### config.mk
export PLATFORM = sky130hd
export DESIGN_NAME = touch_sensor_power_state_ctrl
export DESIGN_NICKNAME = d
export VERILOG_FILES = /design/src/design/pwr_pkg.sv /design/src/design/pwr_if.sv /design/src/design/touch_sensor_power_state_ctrl.sv /design/src/design/pin_sync.sv /design/src/design/quiet_timer.sv
export SDC_FILE = /design/constraint.sdc
export NUM_CORES = 1
export LEC_CHECK = 0
export BUFFER_PORTS_ARGS = -buffer_cell sky130_fd_sc_hd__buf_2
export CELL_PAD_IN_SITES_DETAIL_PLACEMENT = 1
export CELL_PAD_IN_SITES_GLOBAL_PLACEMENT = 1
export CORE_UTILIZATION = 40
export DETAILED_ROUTE_END_ITERATION = 8
export PLACE_DENSITY_LB_ADDON = 0.25
export SLEW_MARGIN = 20
export SYNTH_ARGS = -nofsm -noshare
export SYNTH_HDL_FRONTEND = slang
export SYNTH_SLANG_ARGS = --single-unit
### constraint.sdc
create_clock -name clk -period 2.15 [get_ports clk]
set_clock_uncertainty 0.15 [all_clocks]
set_input_delay 0.215 -clock clk [delete_from_list [all_inputs] [get_ports clk]]
set_output_delay 0.215 -clock clk [all_outputs]
set_load 0.01 [all_outputs]
### src/design/pwr_pkg.sv
// shared constants and types of the power-state controller
`default_nettype none
package pwr_pkg;
    localparam int unsigned NCH = 6;                // sensor / led channels
    localparam logic [5:0]  CH_EN_RST = 6'h3F;      // all channels enabled
    localparam logic [5:0]  SB_EN_RST = 6'h01;      // standby samples ch1
    localparam logic [5:0]  LED_IDLE_RST = 6'h00;   // non-actuated level
    // serial activity must stay quiet this long before deep sleep returns
    localparam int unsigned QUIET_NS = 1000;
    localparam int unsigned CLK_NS = 5;
    localparam int unsigned QUIET_CYC = QUIET_NS / CLK_NS;
    localparam logic [7:0]  QUIET_CNT = 8'(QUIET_CYC);
    localparam logic [7:0]  QUIET_RST = 8'h00;

    // power states, one-hot
    typedef enum logic [2:0] {
        ST_ACTIVE = 3'b001,
        ST_STANDBY = 3'b010,
        ST_DEEP = 3'b100
    } pstate_type;

    // serial link modes
    typedef enum logic [1:0] {
        IF_SMBUS = 2'h0,
        IF_SPI4 = 2'h1,
        IF_SPI3 = 2'h2,
        IF_COMPANION = 2'h3
    } ifmode_type;
endpackage
`default_nettype wire

### src/design/pwr_if.sv
// signals passed between the power controller and its helpers
`timescale 1ns/1ps
`default_nettype none
interface pwr_if;
    logic       wake_raw;    // synchronised wake pin level
    logic       act_raw;     // synchronised serial activity
    logic       awake;       // serial traffic holds device awake
    modport ctrl (input wake_raw, input act_raw, input awake);
    modport sync (output wake_raw, output act_raw);
    modport tmr (input act_raw, output awake);
endinterface
`default_nettype wire

### src/design/touch_sensor_power_state_ctrl.sv
// power-state controller of the touch sensor
`timescale 1ns/1ps
`default_nettype none
// Contract
// - two request bits pick one of three states
// - state change clears touches of inactive channels
// - active: sample enabled inputs, leds as configured
// - standby: sample chosen channels, serve bus
// - deep sleep: no sampling, leds static idle
// - traffic wakes deep sleep temporarily
// - wake pin high in deep sleep clears deep sleep request except in four-wire spi
// - companion link: deep sleep request ignored
// - reset pin high holds everything in reset
// - reset restores defaults, clears readings
// - reset release sets reset status, interrupt
// - four-wire spi: wake pin never driven
// - standby touch drives wake until int cleared or standby left
// - interrupt sets pending flag, alert follows it
module touch_sensor_power_state_ctrl (
    input  wire logic       clk,           // system clock
    input  wire logic       rstn,          // power-on reset, active low
    input  wire logic       reset_pin,     // external reset, active high
    input  wire logic [1:0] if_mode,       // serial link mode
    input  wire logic       standby_request_bit_set,      // host writes standby bit 1
    input  wire logic       standby_request_bit_clr,      // host writes standby bit 0
    input  wire logic       dsl_set,       // host writes deep sleep bit 1
    input  wire logic       dsl_clr,       // host writes deep sleep bit 0
    input  wire logic       int_clr,       // host clears pending flag
    input  wire logic       rst_stat_clr,  // host clears reset status
    input  wire logic [5:0] ch_en_wr,      // new active channel mask
    input  wire logic       ch_en_we,      // write strobe for ch_en_wr
    input  wire logic [5:0] sb_en_wr,      // new standby channel mask
    input  wire logic       sb_en_we,      // write strobe for sb_en_wr
    input  wire logic [5:0] led_idle_wr,   // new led idle levels
    input  wire logic       led_idle_we,   // write strobe for led_idle_wr
    input  wire logic [5:0] touch_in,      // touch events, one-cycle
    input  wire logic [5:0] led_pat,       // led pattern from led engine
    input  wire logic       serial_act,    // traffic addressed to device
    input  wire logic       wake_in,       // wake pin input level
    output logic            wake_out,      // wake pin drive value
    output logic            wake_oe,       // wake pin output enable
    output logic [5:0]      sample_en,     // channels to sample
    output logic [5:0]      led_out,       // led drive values
    output logic            led_oe,        // leds driven
    output logic            pwm_en,        // pwm engine allowed
    output logic [5:0]      touch_stat,    // touch status bits
    output logic            int_pend,      // interrupt pending flag
    output logic            alert,         // alert output, active high
    output logic            rst_stat,      // reset status bit
    output logic            standby_request_bit_bit,      // standby request bit
    output logic            dsl_bit,       // deep sleep request bit
    output logic [2:0]      pstate,        // current power state
    output logic            serial_rst     // serial interface held reset
);
    pwr_if pi ();

    pin_sync u_sync (
        .clk     (clk),
        .rstn    (rstn),
        .wake_in (wake_in),
        .act_in  (serial_act),
        .p       (pi)
    );

    quiet_timer u_tmr (
        .clk  (clk),
        .rstn (rstn),
        .p    (pi)
    );

    // ------------------------------------------------------------------
    // reset pin synchroniser
    // ------------------------------------------------------------------
    logic rp1_q;
    logic rp2_q;
    logic rp_prev_q;
    logic rp1_d;
    logic rp2_d;
    logic rp_prev_d;

    always_comb begin
        rp1_d = reset_pin;
        rp2_d = rp1_q;
        rp_prev_d = rp2_q;
    end

    always_ff @(posedge clk or negedge rstn) begin
        if (!rstn) begin
            rp1_q <= 1'b1;
            rp2_q <= 1'b1;
            rp_prev_q <= 1'b1;
        end else begin
            rp1_q <= rp1_d;
            rp2_q <= rp2_d;
            rp_prev_q <= rp_prev_d;
        end
    end

    logic in_rst;
    logic rst_rel;
    assign in_rst = rp2_q;
    assign rst_rel = rp_prev_q & ~rp2_q;

    // target state from the two request bits
    function automatic pwr_pkg::pstate_type pick_state(
        input logic sb,
        input logic ds
    );
        if (ds) begin
            pick_state = pwr_pkg::ST_DEEP;
        end else if (sb) begin
            pick_state = pwr_pkg::ST_STANDBY;
        end else begin
            pick_state = pwr_pkg::ST_ACTIVE;
        end
    endfunction

    // ------------------------------------------------------------------
    // control and power state
    // ------------------------------------------------------------------
    pwr_pkg::pstate_type st_q;
    pwr_pkg::pstate_type st_d;
    logic       standby_request_bit_q, standby_request_bit_d;
    logic       dsl_q, dsl_d;
    logic       intp_q, intp_d;
    logic       rsts_q, rsts_d;
    logic [5:0] tst_q, tst_d;
    logic [5:0] chen_q, chen_d;
    logic [5:0] sben_q, sben_d;
    logic [5:0] idle_q, idle_d;
    logic       wk_q, wk_d;
    logic [1:0] drv_q, drv_d;   // standby drive history of the wake pin

    logic spi4;
    logic comp;
    logic [5:0] act_mask;
    logic [5:0] hits;
    assign spi4 = (if_mode == pwr_pkg::IF_SPI4);
    assign comp = (if_mode == pwr_pkg::IF_COMPANION);

    always_comb begin
        standby_request_bit_d = standby_request_bit_q;
        dsl_d = dsl_q;
        intp_d = intp_q;
        rsts_d = rsts_q;
        tst_d = tst_q;
        chen_d = chen_q;
        sben_d = sben_q;
        idle_d = idle_q;
        wk_d = wk_q;
        st_d = st_q;
        // wake pin level stays ours for two sync stages after driving it
        drv_d = {drv_q[0], st_q == pwr_pkg::ST_STANDBY};
        act_mask = 6'h00;
        hits = 6'h00;
        if (in_rst) begin
            // defaults restored, readings cleared, held asleep
            standby_request_bit_d = 1'b0;
            dsl_d = 1'b0;
            intp_d = 1'b0;
            rsts_d = 1'b0;
            tst_d = 6'h00;
            chen_d = pwr_pkg::CH_EN_RST;
            sben_d = pwr_pkg::SB_EN_RST;
            idle_d = pwr_pkg::LED_IDLE_RST;
            wk_d = 1'b0;
            st_d = pwr_pkg::ST_DEEP;
        end else begin
            // host bit writes
            if (standby_request_bit_set) standby_request_bit_d = 1'b1;
            if (standby_request_bit_clr) standby_request_bit_d = 1'b0;
            if (dsl_set && !comp) dsl_d = 1'b1;
            if (dsl_clr) dsl_d = 1'b0;
            if (comp) dsl_d = 1'b0;
            if (ch_en_we) chen_d = ch_en_wr;
            if (sb_en_we) sben_d = sb_en_wr;
            if (led_idle_we) idle_d = led_idle_wr;
            // external wake clears deep sleep request
            // our own standby drive may still sit in the synchroniser
            if (st_q == pwr_pkg::ST_DEEP && !spi4 && pi.wake_raw
                && drv_q == 2'h0) begin
                dsl_d = 1'b0;
            end
            // touches of sampled channels only
            case (st_q)
                pwr_pkg::ST_ACTIVE: act_mask = chen_q;
                pwr_pkg::ST_STANDBY: act_mask = sben_q;
                pwr_pkg::ST_DEEP: act_mask = 6'h00;
                default: act_mask = 6'h00;
            endcase
            hits = touch_in & act_mask;
            // clear wins only without a new event
            if (int_clr) intp_d = 1'b0;
            if (int_clr) tst_d = 6'h00;
            tst_d = tst_d | hits;
            if (hits != 6'h00) intp_d = 1'b1;
            if (rst_stat_clr) rsts_d = 1'b0;
            if (rst_rel) begin
                rsts_d = 1'b1;
                intp_d = 1'b1;
            end
            // wake pin drive in standby
            if (st_q == pwr_pkg::ST_STANDBY && !spi4 && hits != 6'h00) begin
                wk_d = 1'b1;
            end
            if (!intp_d || st_q != pwr_pkg::ST_STANDBY || spi4) begin
                wk_d = 1'b0;
            end
            // state follows bits; traffic holds device awake
            st_d = pick_state(standby_request_bit_d, dsl_d);
            if (st_d == pwr_pkg::ST_DEEP && pi.awake) begin
                st_d = standby_request_bit_d ? pwr_pkg::ST_STANDBY : pwr_pkg::ST_ACTIVE;
            end
            // transitions drop touches of channels now inactive
            if (st_d != st_q) begin
                case (st_d)
                    pwr_pkg::ST_ACTIVE: tst_d = tst_d & chen_d;
                    pwr_pkg::ST_STANDBY: tst_d = tst_d & sben_d;
                    pwr_pkg::ST_DEEP: tst_d = 6'h00;
                    default: tst_d = 6'h00;
                endcase
            end
        end
    end

    always_ff @(posedge clk or negedge rstn) begin
        if (!rstn) begin
            st_q <= pwr_pkg::ST_DEEP;
            standby_request_bit_q <= 1'b0;
            dsl_q <= 1'b0;
            intp_q <= 1'b0;
            rsts_q <= 1'b0;
            tst_q <= 6'h00;
            chen_q <= pwr_pkg::CH_EN_RST;
            sben_q <= pwr_pkg::SB_EN_RST;
            idle_q <= pwr_pkg::LED_IDLE_RST;
            wk_q <= 1'b0;
            drv_q <= 2'h0;
        end else begin
            st_q <= st_d;
            standby_request_bit_q <= standby_request_bit_d;
            dsl_q <= dsl_d;
            intp_q <= intp_d;
            rsts_q <= rsts_d;
            tst_q <= tst_d;
            chen_q <= chen_d;
            sben_q <= sben_d;
            idle_q <= idle_d;
            wk_q <= wk_d;
            drv_q <= drv_d;
        end
    end

    // ------------------------------------------------------------------
    // registered pin outputs
    // ------------------------------------------------------------------
    logic [5:0] samp_q, samp_d;
    logic [5:0] led_q, led_d;
    logic       ledoe_q, ledoe_d;
    logic       pwm_q, pwm_d;
    logic       woe_q, woe_d;
    logic       srst_q, srst_d;

    always_comb begin
        samp_d = 6'h00;
        led_d = idle_d;
        ledoe_d = 1'b0;
        pwm_d = 1'b0;
        srst_d = in_rst;
        woe_d = 1'b0;
        if (!in_rst) begin
            ledoe_d = 1'b1;
            case (st_d)
                pwr_pkg::ST_ACTIVE: begin
                    samp_d = chen_d;
                    led_d = led_pat;
                    pwm_d = 1'b1;
                end
                pwr_pkg::ST_STANDBY: begin
                    samp_d = sben_d;
                    led_d = led_pat;
                    pwm_d = 1'b1;
                end
                pwr_pkg::ST_DEEP: begin
                    samp_d = 6'h00;
                    led_d = idle_d;
                end
                default: samp_d = 6'h00;
            endcase
            // never drive in spi4 nor deep sleep
            woe_d = !spi4 && st_d == pwr_pkg::ST_STANDBY;
        end
    end

    always_ff @(posedge clk or negedge rstn) begin
        if (!rstn) begin
            samp_q <= 6'h00;
            led_q <= 6'h00;
            ledoe_q <= 1'b0;
            pwm_q <= 1'b0;
            woe_q <= 1'b0;
            srst_q <= 1'b1;
        end else begin
            samp_q <= samp_d;
            led_q <= led_d;
            ledoe_q <= ledoe_d;
            pwm_q <= pwm_d;
            woe_q <= woe_d;
            srst_q <= srst_d;
        end
    end

    assign wake_out = wk_q;
    assign wake_oe = woe_q;
    assign sample_en = samp_q;
    assign led_out = led_q;
    assign led_oe = ledoe_q;
    assign pwm_en = pwm_q;
    assign touch_stat = tst_q;
    assign int_pend = intp_q;
    assign alert = intp_q;
    assign rst_stat = rsts_q;
    assign standby_request_bit_bit = standby_request_bit_q;
    assign dsl_bit = dsl_q;
    assign pstate = st_q;
    assign serial_rst = srst_q;
endmodule
`default_nettype wire

### src/design/pin_sync.sv
// two-flop synchronisers for wake pin and serial activity
`timescale 1ns/1ps
`default_nettype none
module pin_sync (
    input  wire logic clk,        // system clock
    input  wire logic rstn,       // async reset, active low
    input  wire logic wake_in,    // wake pin input level
    input  wire logic act_in,     // serial traffic addressed to device
    pwr_if.sync       p           // synchronised outputs
);
    logic [1:0] s1_q;
    logic [1:0] s2_q;
    logic [1:0] s1_d;
    logic [1:0] s2_d;

    // first stage feeds only the second
    always_comb begin
        s1_d = {act_in, wake_in};
        s2_d = s1_q;
    end

    always_ff @(posedge clk or negedge rstn) begin
        if (!rstn) begin
            s1_q <= 2'h0;
            s2_q <= 2'h0;
        end else begin
            s1_q <= s1_d;
            s2_q <= s2_d;
        end
    end

    assign p.wake_raw = s2_q[0];
    assign p.act_raw = s2_q[1];
endmodule
`default_nettype wire

### src/design/quiet_timer.sv
// keeps device awake until serial traffic has been quiet a while
`timescale 1ns/1ps
`default_nettype none
module quiet_timer (
    input  wire logic clk,        // system clock
    input  wire logic rstn,       // async reset, active low
    pwr_if.tmr        p           // activity in, awake out
);
    logic [7:0] cnt_q;
    logic [7:0] cnt_d;

    // reload on activity, count down when quiet
    always_comb begin
        cnt_d = cnt_q;
        if (p.act_raw) begin
            cnt_d = pwr_pkg::QUIET_CNT;
        end else if (cnt_q != 8'h00) begin
            cnt_d = cnt_q - 8'h01;
        end
    end

    always_ff @(posedge clk or negedge rstn) begin
        if (!rstn) begin
            cnt_q <= pwr_pkg::QUIET_RST;
        end else begin
            cnt_q <= cnt_d;
        end
    end

    assign p.awake = p.act_raw | (cnt_q != 8'h00);
endmodule
`default_nettype wire

Word-level counts from Yosys, hierarchy flattened
Index checks and enable logic that the tools add are counted.
- input port bits: 46
- bits in registers: 64
- equality and inequality tests: 12
- add/subtract/negate cells: 1
- reductions and logical operators: 20
- bitwise operators: 7
- mux-type cells: 52
- operators with widths (operator ; count):
    2-to-1 mux 6 bit ; 16
    one-hot mux 6 bit (2 select lines) ; 3
    2-to-1 mux 1 bit ; 25
    bitwise AND 6 bit ; 3
    2-to-1 mux 8 bit ; 2
    2-to-1 mux 3 bit ; 5
    equality test 3 x 1 -> 1 bit (second input constant) ; 3
    equality test 3 x 2 -> 1 bit (second input constant) ; 3
    logical AND 1 bit ; 8
    nonzero test 8 bit ; 1
    subtractor 8 x 1 -> 8 bit (second input constant) ; 1
    equality test 3 bit (second input constant) ; 2
    OR 6 bit ; 1
    nonzero test 3 bit ; 2
    nonzero test 6 bit ; 1
    zero test 1 bit ; 3
    inequality test 3 x 2 -> 1 bit (second input constant) ; 1
    inequality test 3 bit ; 1
    equality test 2 x 1 -> 1 bit (second input constant) ; 1
    equality test 2 bit (second input constant) ; 1
    zero test 2 bit ; 1
    logical OR 1 bit ; 2
    2-to-1 mux 2 bit ; 1
    nonzero test 2 bit ; 1
    4 further kinds ; 4

Logic depth before layout (Yosys ltp)
Gate-level depths: netlist of the first run.
- depth after elaboration: 19
- gate-level depth with buffers: 7

Cells and area by module
A second synthesis of the first run with hierarchy kept.
- cell total of the unflattened synthesis: 268
- area total of the unflattened synthesis: 2940.3 µm²
- by module, submodules not included (module ; area an instance (µm²) ; instances ; cells each):
    touch_sensor_power_state_ctrl ; 2377.3 ; 1 ; 215
    quiet_timer ; 462.9 ; 1 ; 49
    pin_sync ; 100.1 ; 1 ; 4

Worst setup path after synthesis of the first run
No wires, ideal clock.
- kind: reg-to-reg
- start point: register st_q[2], in the netlist pstate[2]
- end point: register tst_q[4], in the netlist touch_stat[4]
- data arrival time: 1.754 ns
- path slack: 0.152 ns
- clock period less this slack: 1.998 ns
- required time: 1.906 ns
- setup time: 0.094 ns
- stages on the path, launching flop included: 7
- path through: dfstp_2 buf_6 or3b_4 nor3b_4 buf_6 o32ai_1 a211oi_1
- word-level cells in the longest chain between the ends: 16
- elaborated cells on any way between the ends: 26
- those cells by class: 7 x eq/ne; 11 x mux; 4 x bitwise; 4 x reduce/logical
- RTL lines (item ; RTL line ; text):
    start, declared ; touch_sensor_power_state_ctrl.sv:121 ; pwr_pkg::pstate_type st_q;
    start signal, assigned ; touch_sensor_power_state_ctrl.sv:228 ; st_q <= pwr_pkg::ST_DEEP;
    start signal, assigned ; touch_sensor_power_state_ctrl.sv:240 ; st_q <= st_d;
    equality test 3 bit ; touch_sensor_power_state_ctrl.sv:180 ; if (st_q == pwr_pkg::ST_DEEP && !spi4 && pi.wake_raw
    logical AND 1 bit (2 in a row) ; touch_sensor_power_state_ctrl.sv:180 ;
    logical AND 1 bit ; touch_sensor_power_state_ctrl.sv:181 ; && drv_q == 2'h0) begin
    2-to-1 mux 1 bit ; touch_sensor_power_state_ctrl.sv:180 ;
    2-to-1 mux 1 bit ; touch_sensor_power_state_ctrl.sv:156 ; if (in_rst) begin
    2-to-1 mux 3 bit ; touch_sensor_power_state_ctrl.sv:109 ; if (ds) begin
    2-to-1 mux 3 bit ; touch_sensor_power_state_ctrl.sv:156 ;
    equality test 3 bit ; touch_sensor_power_state_ctrl.sv:211 ; if (st_d == pwr_pkg::ST_DEEP && pi.awake) begin
    logical AND 1 bit ; touch_sensor_power_state_ctrl.sv:211 ;
    2-to-1 mux 3 bit ; touch_sensor_power_state_ctrl.sv:211 ;
    2-to-1 mux 3 bit ; touch_sensor_power_state_ctrl.sv:156 ;
    equality test 3 x 2 -> 1 bit / equality test 3 x 1 -> 1 bit (equally long branches) ; touch_sensor_power_state_ctrl.sv:216 ; case (st_d)
    one-hot mux 6 bit (2 select lines) ; touch_sensor_power_state_ctrl.sv:216 ;
    2-to-1 mux 6 bit * ; touch_sensor_power_state_ctrl.sv:215 ; if (st_d != st_q) begin
    2-to-1 mux 6 bit * ; touch_sensor_power_state_ctrl.sv:156 ;
    named net tst_d[4] ; touch_sensor_power_state_ctrl.sv:127 ; logic [5:0] tst_q, tst_d;
    end signal, assigned ; touch_sensor_power_state_ctrl.sv:245 ; tst_q <= tst_d;
    end, declared ; touch_sensor_power_state_ctrl.sv:127 ;
Mark *: on every way through the listed nets, which the timed path passes. The rest lies on a longest branch. The select of a mux whose other input is x is not followed.
A chain may end at the register's enable or synchronous reset.

Worst setup path in the final report of the first run
- start point: register u_tmr.cnt_q[1]
- end point: register tst_q[0], in the netlist touch_stat[0]
- word-level cells in the longest chain between the ends: 9
- elaborated cells on any way between the ends: 11
- those cells by class: 3 x eq/ne; 5 x mux; 1 x bitwise; 2 x reduce/logical
- RTL lines (item ; RTL line ; text):
    start, declared ; quiet_timer.sv:9 ; logic [7:0] cnt_q;
    start signal, assigned ; quiet_timer.sv:24 ; cnt_q <= pwr_pkg::QUIET_RST;
    start signal, assigned ; quiet_timer.sv:26 ; cnt_q <= cnt_d;
    nonzero test 8 bit * ; quiet_timer.sv:30 ; assign p.awake = p.act_raw | (cnt_q != 8'h00);
    OR 1 bit * ; quiet_timer.sv:30 ;
    logical AND 1 bit * ; touch_sensor_power_state_ctrl.sv:211 ;
    2-to-1 mux 3 bit * ; touch_sensor_power_state_ctrl.sv:211 ;
    2-to-1 mux 3 bit * ; touch_sensor_power_state_ctrl.sv:156 ;
    equality test 3 x 2 -> 1 bit / equality test 3 x 1 -> 1 bit (equally long branches) ; touch_sensor_power_state_ctrl.sv:216 ;
    one-hot mux 6 bit (2 select lines) ; touch_sensor_power_state_ctrl.sv:216 ;
    2-to-1 mux 6 bit * ; touch_sensor_power_state_ctrl.sv:215 ;
    2-to-1 mux 6 bit * ; touch_sensor_power_state_ctrl.sv:156 ;
    named net tst_d[0] ; touch_sensor_power_state_ctrl.sv:127 ;
Marked as above.

==> summary.txt, run 1 <==
Placed design
  – GPL Wtd Cong: 0.775
  – Dpl hpwl: 5.44 mm
  – PortBufs: 76

Timing
  – Fin. max-slew vios: 0
  – Final setup fails: 0
  – RSZ-0062 raised after global routing: false
  – Period utilization: 0.936
  – Max Freq: 497 MHz
  – Hold Vio Cnt, Final: 0
  – Setup TNS: 0 ns
  – Min cycle time layout: 2.01 ns
  – Slew @ Worst Pin: 0.533 ns
  – Max-slew headroom: 0.634

Synth
  – Yosys cell types: 42
  – Synth top cells by count: 53 x dfrtp_1, 25 x a21oi_1, 25 x mux2i_1
  – Netlist Area Pre-Place: between 0.002 and 0.003 sq mm
  – Synthesized flop and latch total: 64
  – Count of flip-flops with a built-in enable after synthesis: 0
  – Area leader, netlist: dfrtp_1
  – Ys async rst share: 1.00
  – Post-Synthesis Cells: ~260
  – Post-Syn Nets: a little over 300
  – Synth top area cells: dfrtp_1 45%, dfstp_2 9.8%, mux2i_1 8.5%, a21oi_1 4.3%, nand3b_1 3.6%
  – Most numerous cell in the Yosys netlist: dfrtp_1
  – Sequential area share after synthesis: 0.550
  – Yosys warnings: 0
  – Top FF cell, synth: dfrtp_1
  – Syn Area/Cell: approximately 11 sq um
  – Post-synth top area share: 0.452

Setup path
  – Startpoint types: flop
  – Max incr delay on CP: approximately 0.46 ns
  – Flop2flop setup slack: 0.14 ns
  – Critical path class: flop to flop
  – Crit path cell chain: inv_1, ha_1, nor4b_4, nand4b_1, mux2i_1, a211oi_1
  – Crit-path max FO: 6
  – Arrival time at the worst endpoint: just over 2 ns
  – CP Capture Type: flop
  – Critical-path top delay cell: mux2i_1
  – WP data required: 2.18 ns

Floorplanning
  – Die ar.: slightly below 0.008 sq mm
  – CORE AREA: 0.00694 sq mm
  – Die extent in y: 87.7 um
  – Site Rows: 30
  – Io pins: 77
  – Initial Util: 0.423
  – Die span in x: approximately 88 um

Power and ir drop
  – Clock share of power: 0.387
  – Reg power frac: 0.468
  – NetSw: 0.710 mW
  – Power Total: ~2.8 mW
  – VDD IR max: 0.000437 V
  – Int Power: 2.14 mW
  – PwrDens: 739 mW/mm^2
  – Leak: 1.82 nW
  – Sw Ratio: 0.250
  – Combinational share of power: 0.145

Clock network
  – Deepest clock path buffer count: 2
  – Clk sinks: 64
  – Num CTS Buffers: 9
  – Post-CTS Resized: 0
  – Clock insertion delay at the later pin of the skew report: 0.34 ns
  – H-tree levels: 3
  – TritonCTS clock tree: done
  – Clock slew at reported path FFs: 0.07 ns
  – Root Driver: clkbuf_8

Cells and area
  – Inserted Diodes: 0
  – Layout cells sized above 1: 0.333
  – Fillers: 793
  – Layout Area Growth over Synthesis: 31.2%
  – Nets@finish: 411

Detailed routing
  – Via count: 2437
  – Wire length per cell: ~17 um
  – Drt pass-1 iters: 4
  – Routed WL: 7.82 mm
  – Vias per cell: ~5.2
  – Iter 0 DRT Violations: 107
  – ANT nets after route: 0
  – DRC viols: 0

Status
  – Status: completed

Run
  – Maxcap violations: 0

Global routing
  – First-pass GRT wire length: 12.7 mm
  – Vias in the first global route: 2560
  – Grt ovf: 0
  – Total Routing Usage GR: 0.223
  – Largest net degree at the start of global routing: 65
  – Initial antenna violation count: 0

Worst hold path
  – Hold WC Path Type: input pin to flop
-- layout by cell type, fill, tap and decap left out, drive strengths merged --
master	n
or2	2
inv	7
a21oi	25
o21bai	1
dfrtp	53
o31ai	7
bufinv	1
o211ai	1
mux2i	25
o32ai	6
nor4b	1
nand3	2
nand2	8
a211oi	6
and2	1
clkbuf	14
nand4b	1
or3b	1
dlygate4sd3	17
ha	1
o21ai	5
or4	3
buf	90
or3	4
nor2b	2
nor3b	8
nor4bb	1
nand4	6
nor4	3
xnor2	1
clkinv	2
nand2b	12
nand3b	14
nor2	18
a31oi	2
o21a	1
dfstp	11
nor3	6
-- critical path: cells and delay by family, from the launching register on --
kind | cells | cell delay, ns
AO/OA/AOI/OAI | 1 | 0.17
adder cells (fa/ha/maj) | 1 | 0.19
buffers and inverters | 1 | 0.08
flip-flops | 1 | 0.39
multiplexers | 1 | 0.46
AND/OR/NAND/NOR | 2 | 0.42
-- stage by stage --
stage / hold slack [ns] / util / instance area, sq um / setup WS [ns] / cells
global placement: 0.101 / 0.499 / 3470 / 0.227 / 432
floorplan: -0.231 / - / 2940 / 0.152 / 264
detailed placement: 0.106 / 0.499 / 3470 / 0.157 / 432
finish: 0.00940 / 0.555 / 3850 / 0.137 / 465
global route: 0.0133 / 0.555 / 3850 / 0.0246 / 465
CTS: 0.00192 / 0.555 / 3850 / 0.144 / 465
-- power groups by stage --
| stage | Combinational, mW | Clock, mW | Sequential (mW) |
|---|---|---|---|
| final | 0.412 | 1.10 | 1.33 |
| after detailed placement | 0.389 | 0 | 1.35 |
| after global placement | 0.378 | 0 | 1.35 |
| after CTS | 0.417 | 1.13 | 1.33 |
| after global routing | 0.456 | 1.19 | 1.34 |
| after floorplan | 0.215 | 0 | 1.35 |
-- state kept, by name, indices dropped and copies added, names as in the netlist, 2 cells and up --
signal / flops
u_tmr.cnt_q: 8
chen_q: 6
idle_q: 6
led_out: 6
sample_en: 6
sben_q: 6
touch_stat: 6
pstate: 3
drv_q: 2
u_sync.s1_q: 2
u_sync.s2_q: 2
-- cells by family (layout without fill, tap and decap cells) --
logic type,count (synthesis),count (layout),synth area share
and+or+nand+nor,93,93,0.203
DFF,64,64,0.550
AOI/OAI and AO/OA,54,54,0.114
buffers and inverters,26,131,0.0405
muxes,25,25,0.0852
adders and majority gates,1,1,0.00426
xor gates and xnor gates,1,1,0.00298
-- final timing paths --
check	from	endpoint	cells past startpoint
worst min-delay path	sb_en_wr[4]	sben_q[4]	3
min in group asynchronous	rstn	idle_q[0]	3
worst min register to register	u_sync.s1_q[1]	u_sync.s2_q[1]	0
max in group asynchronous	rstn	pstate[2]	3
worst max-delay path	u_tmr.cnt_q[1]	touch_stat[0]	6
worst max register to register	u_tmr.cnt_q[1]	touch_stat[0]	6
-- layer usage --
| layer | vias to the layer above | routed length, um | GRT usage |
|---|---|---|---|
| met2 | 63 | 3830 | 0.365 |
| met1 | 1213 | 3510 | 0.294 |
| met4 | 0 | 136 | 0.0849 |
| met5 | - | 0 | 0 |
| li1 | 1151 | - | - |
| met3 | 10 | 341 | 0.0462 |
-- cell type report --
cell class	instances	area (sq um)	share of cell area
Clock buffer	14	183	0.0474
Clock inverter	2	35.0	0.00909
Inverter	8	30.0	0.00779
Multi-Input combinational cell	174	1200	0.312
Sequential cell	64	1620	0.419
Tap cell	96	120	0.0312
Timing Repair Buffer	107	668	0.173
-- timing repair --
item,in CTS,in global routing
setup endpoints to repair,0,0
hold buffers,17,0
setup buffers,0,0
endpoints found under the hold margin,69,0
Note: power is estimated with default switching activity, not from simulation.
==> run 2, diff against run 1 <==
CAP_MARGIN = 25   (was unset)
CORE_UTILIZATION = 30   (was 40)
SLEW_MARGIN = unset   (was 20)
==> summary.txt, run 2 (synthesized netlist as in run 1, its figures left out) <==
Status
  – Status: completed

Floorplanning
  – Die ar.: 0.0102 sq mm (+33%)
  – Initial Util: 0.313 (-0.110)
  – Site Rows: 35 (+17%)
  – CORE AREA: 0.00937 sq mm (+35%)
  – Die extent in y: 101 um (+15%)
  – Die span in x: 101 um (+15%)
  – Io pins: 77 (unchanged)

Cells and area
  – Commonest non-fill, non-tap cells in the layout: 76 x buf_2, 53 x dfrtp_1, 25 x mux2i_1, 25 x a21oi_1
  – Inserted Diodes: 0 (unchanged)
  – Layout Area Growth over Synthesis: 32.7%
  – Reg with most FFs: u_tmr.cnt_q
  – Layout cells sized above 1: 0.336 (+0.00269)
  – Fillers: 1094 (+38%)
  – Largest register FFs: 8 (unchanged)
  – Nets@finish: 414 (+0.73%)
  – Most common cell after layout, fill and taps aside: buf_2

Clock network
  – Clk sinks: 64 (unchanged)
  – Clock insertion delay at the later pin of the skew report: 0.34 ns (about the same)
  – Setup Fix Bufs, Post-CTS: 0 (unchanged)
  – Clock slew at reported path FFs: 0.07 ns (about the same)
  – Hold Buf Count CTS: 18 (+1)
  – TritonCTS clock tree: done
  – Deepest clock path buffer count: 2 (unchanged)
  – H-tree levels: 3 (unchanged)
  – Root Driver: clkbuf_8
  – Post-CTS Resized: 0 (unchanged)
  – Num CTS Buffers: 9 (unchanged)

Timing
  – Hold Vio Cnt, Final: 0 (unchanged)
  – Period utilization: 0.931 (-0.00503)
  – Min cycle time layout: 2.00 ns (-0.0108 ns)
  – Slew @ Worst Pin: 0.529 ns (-0.00435 ns)
  – Fin. max-slew vios: 0 (unchanged)
  – RSZ-0062 raised after global routing: false
  – Max-slew headroom: 0.647 (+0.0131)
  – Max Freq: 499 MHz (+0.54%)
  – Worst Setup Slack, final: 0.148 ns (+0.0108 ns)
  – Setup TNS: 0 ns (unchanged)
  – Final setup fails: 0 (unchanged)

Global routing
  – Largest net degree at the start of global routing: 44 (-32%)
  – First-pass GRT wire length: 13.6 mm (+7.2%)
  – Vias in the first global route: 2578 (+0.70%)
  – Total Routing Usage GR: 0.180 (-0.0439)
  – Grt ovf: 0 (unchanged)
  – Initial antenna violation count: 0 (unchanged)

Setup path
  – Flop2flop setup slack: 0.15 ns (about the same)
  – Reg-to-Reg End: u_tmr.cnt_q[5]
  – R2r startpoint: u_tmr.cnt_q[0]
  – Crit-path max FO: 12 (+6)
  – CP Capture Type: flop
  – Arrival time at the worst endpoint: 2.12 ns (+0.07 ns)
  – Crit. Startpoint: u_tmr.cnt_q[0]
  – Startpoint types: flop
  – WP data required: 2.27 ns (+0.09 ns)
  – Critical path class: flop to flop
  – Reg2reg path depth: 6 (unchanged)

Power and ir drop
  – Leak: 1.82 nW (about the same)
  – PwrDens: 705 mW/mm^2 (-4.5%)
  – Combinational share of power: 0.154 (+0.009)
  – NetSw: 0.727 mW (+2.3%)
  – VDD IR max: 0.000259 V (-41%)
  – Reg power frac: 0.483 (+0.015)
  – Int Power: 2.02 mW (-5.4%)
  – Clock share of power: 0.363 (-0.024)
  – Sw Ratio: 0.264 (+0.0149)

Placed design
  – GPL Wtd Cong: 0.758 (-2.2%)
  – PortBufs: 76 (unchanged)
  – Pre-CTS WS: 0.150 ns (-0.00663 ns)
  – Dpl hpwl: 5.95 mm (+9.3%)

Detailed routing
  – Drt pass-1 iters: 4 (unchanged)
  – Routed WL: 8.41 mm (+7.5%)
  – DRC viols: 0 (unchanged)
  – Wire length per cell: 16.8 um (-0.22%)
  – Iter 0 DRT Violations: 58 (-46%)
  – Via count: 2411 (-1.1%)
  – ANT nets after route: 0 (unchanged)
  – Vias per cell: 4.81 (-8.2%)

Worst hold path
  – Hold depth: 3 (unchanged)
  – Hold WC Path Type: input pin to flop
  – Worst Min Path Start: sb_en_wr[4]
  – Worst Hold End: sben_q[4]

Run
  – Maxcap violations: 0 (unchanged)
-- run 2: changes by cell type in the layout (fill, tap and decap cells not counted), sizes merged --
cell	delta
clkinvlp	+1
dlygate4sd3	+1
buf	+2
bufinv	-1
-- run 2: critical path, stage by stage, from the launching register on --
cell and delay, ns:
dfrtp_1 0.37, inv_1 0.06, ha_1 0.23, nor4b_4 0.15, and2_1 0.30, or4_1 0.52, a21oi_1 0.16
-- run 2: cell type report --
| cell class | count | area (sq um) | share of cell area |
|---|---|---|---|
| multi-input cells | 174 | 1200 | 0.309 |
| repair buffers | 110 | 693 | 0.178 |
| clock inverters | 2 | 12.5 | 0.00321 |
| clock buffers | 14 | 183 | 0.0469 |
| flip-flops and latches | 64 | 1620 | 0.414 |
| inverters | 8 | 30.0 | 0.00770 |
| well taps | 129 | 161 | 0.0414 |
-- run 2: routing by layer --
layer | vias to the layer above | wire length (um) | GRT usage
li1 | 1158 | - | -
met1 | 1173 | 3880 | 0.236
met2 | 67 | 4030 | 0.288
met3 | 13 | 410 | 0.0485
met4 | 0 | 93 | 0.0569
met5 | - | 0 | 0
-- run 2: how the worst max path moves through the flow --
stage	endpoint	cells past startpoint	slack, ns
after floorplan	touch_stat[4]	6	0.15
after global placement	sample_en[2]	7	0.23
after detailed placement	u_tmr.cnt_q[5]	6	0.15
after CTS	u_tmr.cnt_q[5]	6	0.15
after global routing	touch_stat[2]	7	0.01
final	u_tmr.cnt_q[5]	6	0.15
-- run 2: power groups by stage --
| stage | Combinational, mW | Sequential [mW] | Clock, mW |
|---|---|---|---|
| CTS | 0.428 | 1.33 | 1.04 |
| global placement | 0.394 | 1.35 | 0 |
| finish | 0.422 | 1.33 | 0.999 |
| global route | 0.471 | 1.34 | 1.09 |
| floorplan | 0.215 | 1.35 | 0 |
| detailed placement | 0.401 | 1.35 | 0 |
-- run 2: stage by stage --
step / cells / hold WS, ns / power, mW / cell area (sq um) / utilization
floorplan: 264 / -0.231 / 1.57 / 2940 / -
global placement: 467 / 0.0724 / 1.74 / 3520 / 0.376
detailed placement: 467 / 0.0757 / 1.75 / 3520 / 0.376
CTS: 501 / 0.000356 / 2.79 / 3900 / 0.416
global route: 501 / 0.0230 / 2.89 / 3900 / 0.416
finish: 501 / 0.0130 / 2.75 / 3900 / 0.416
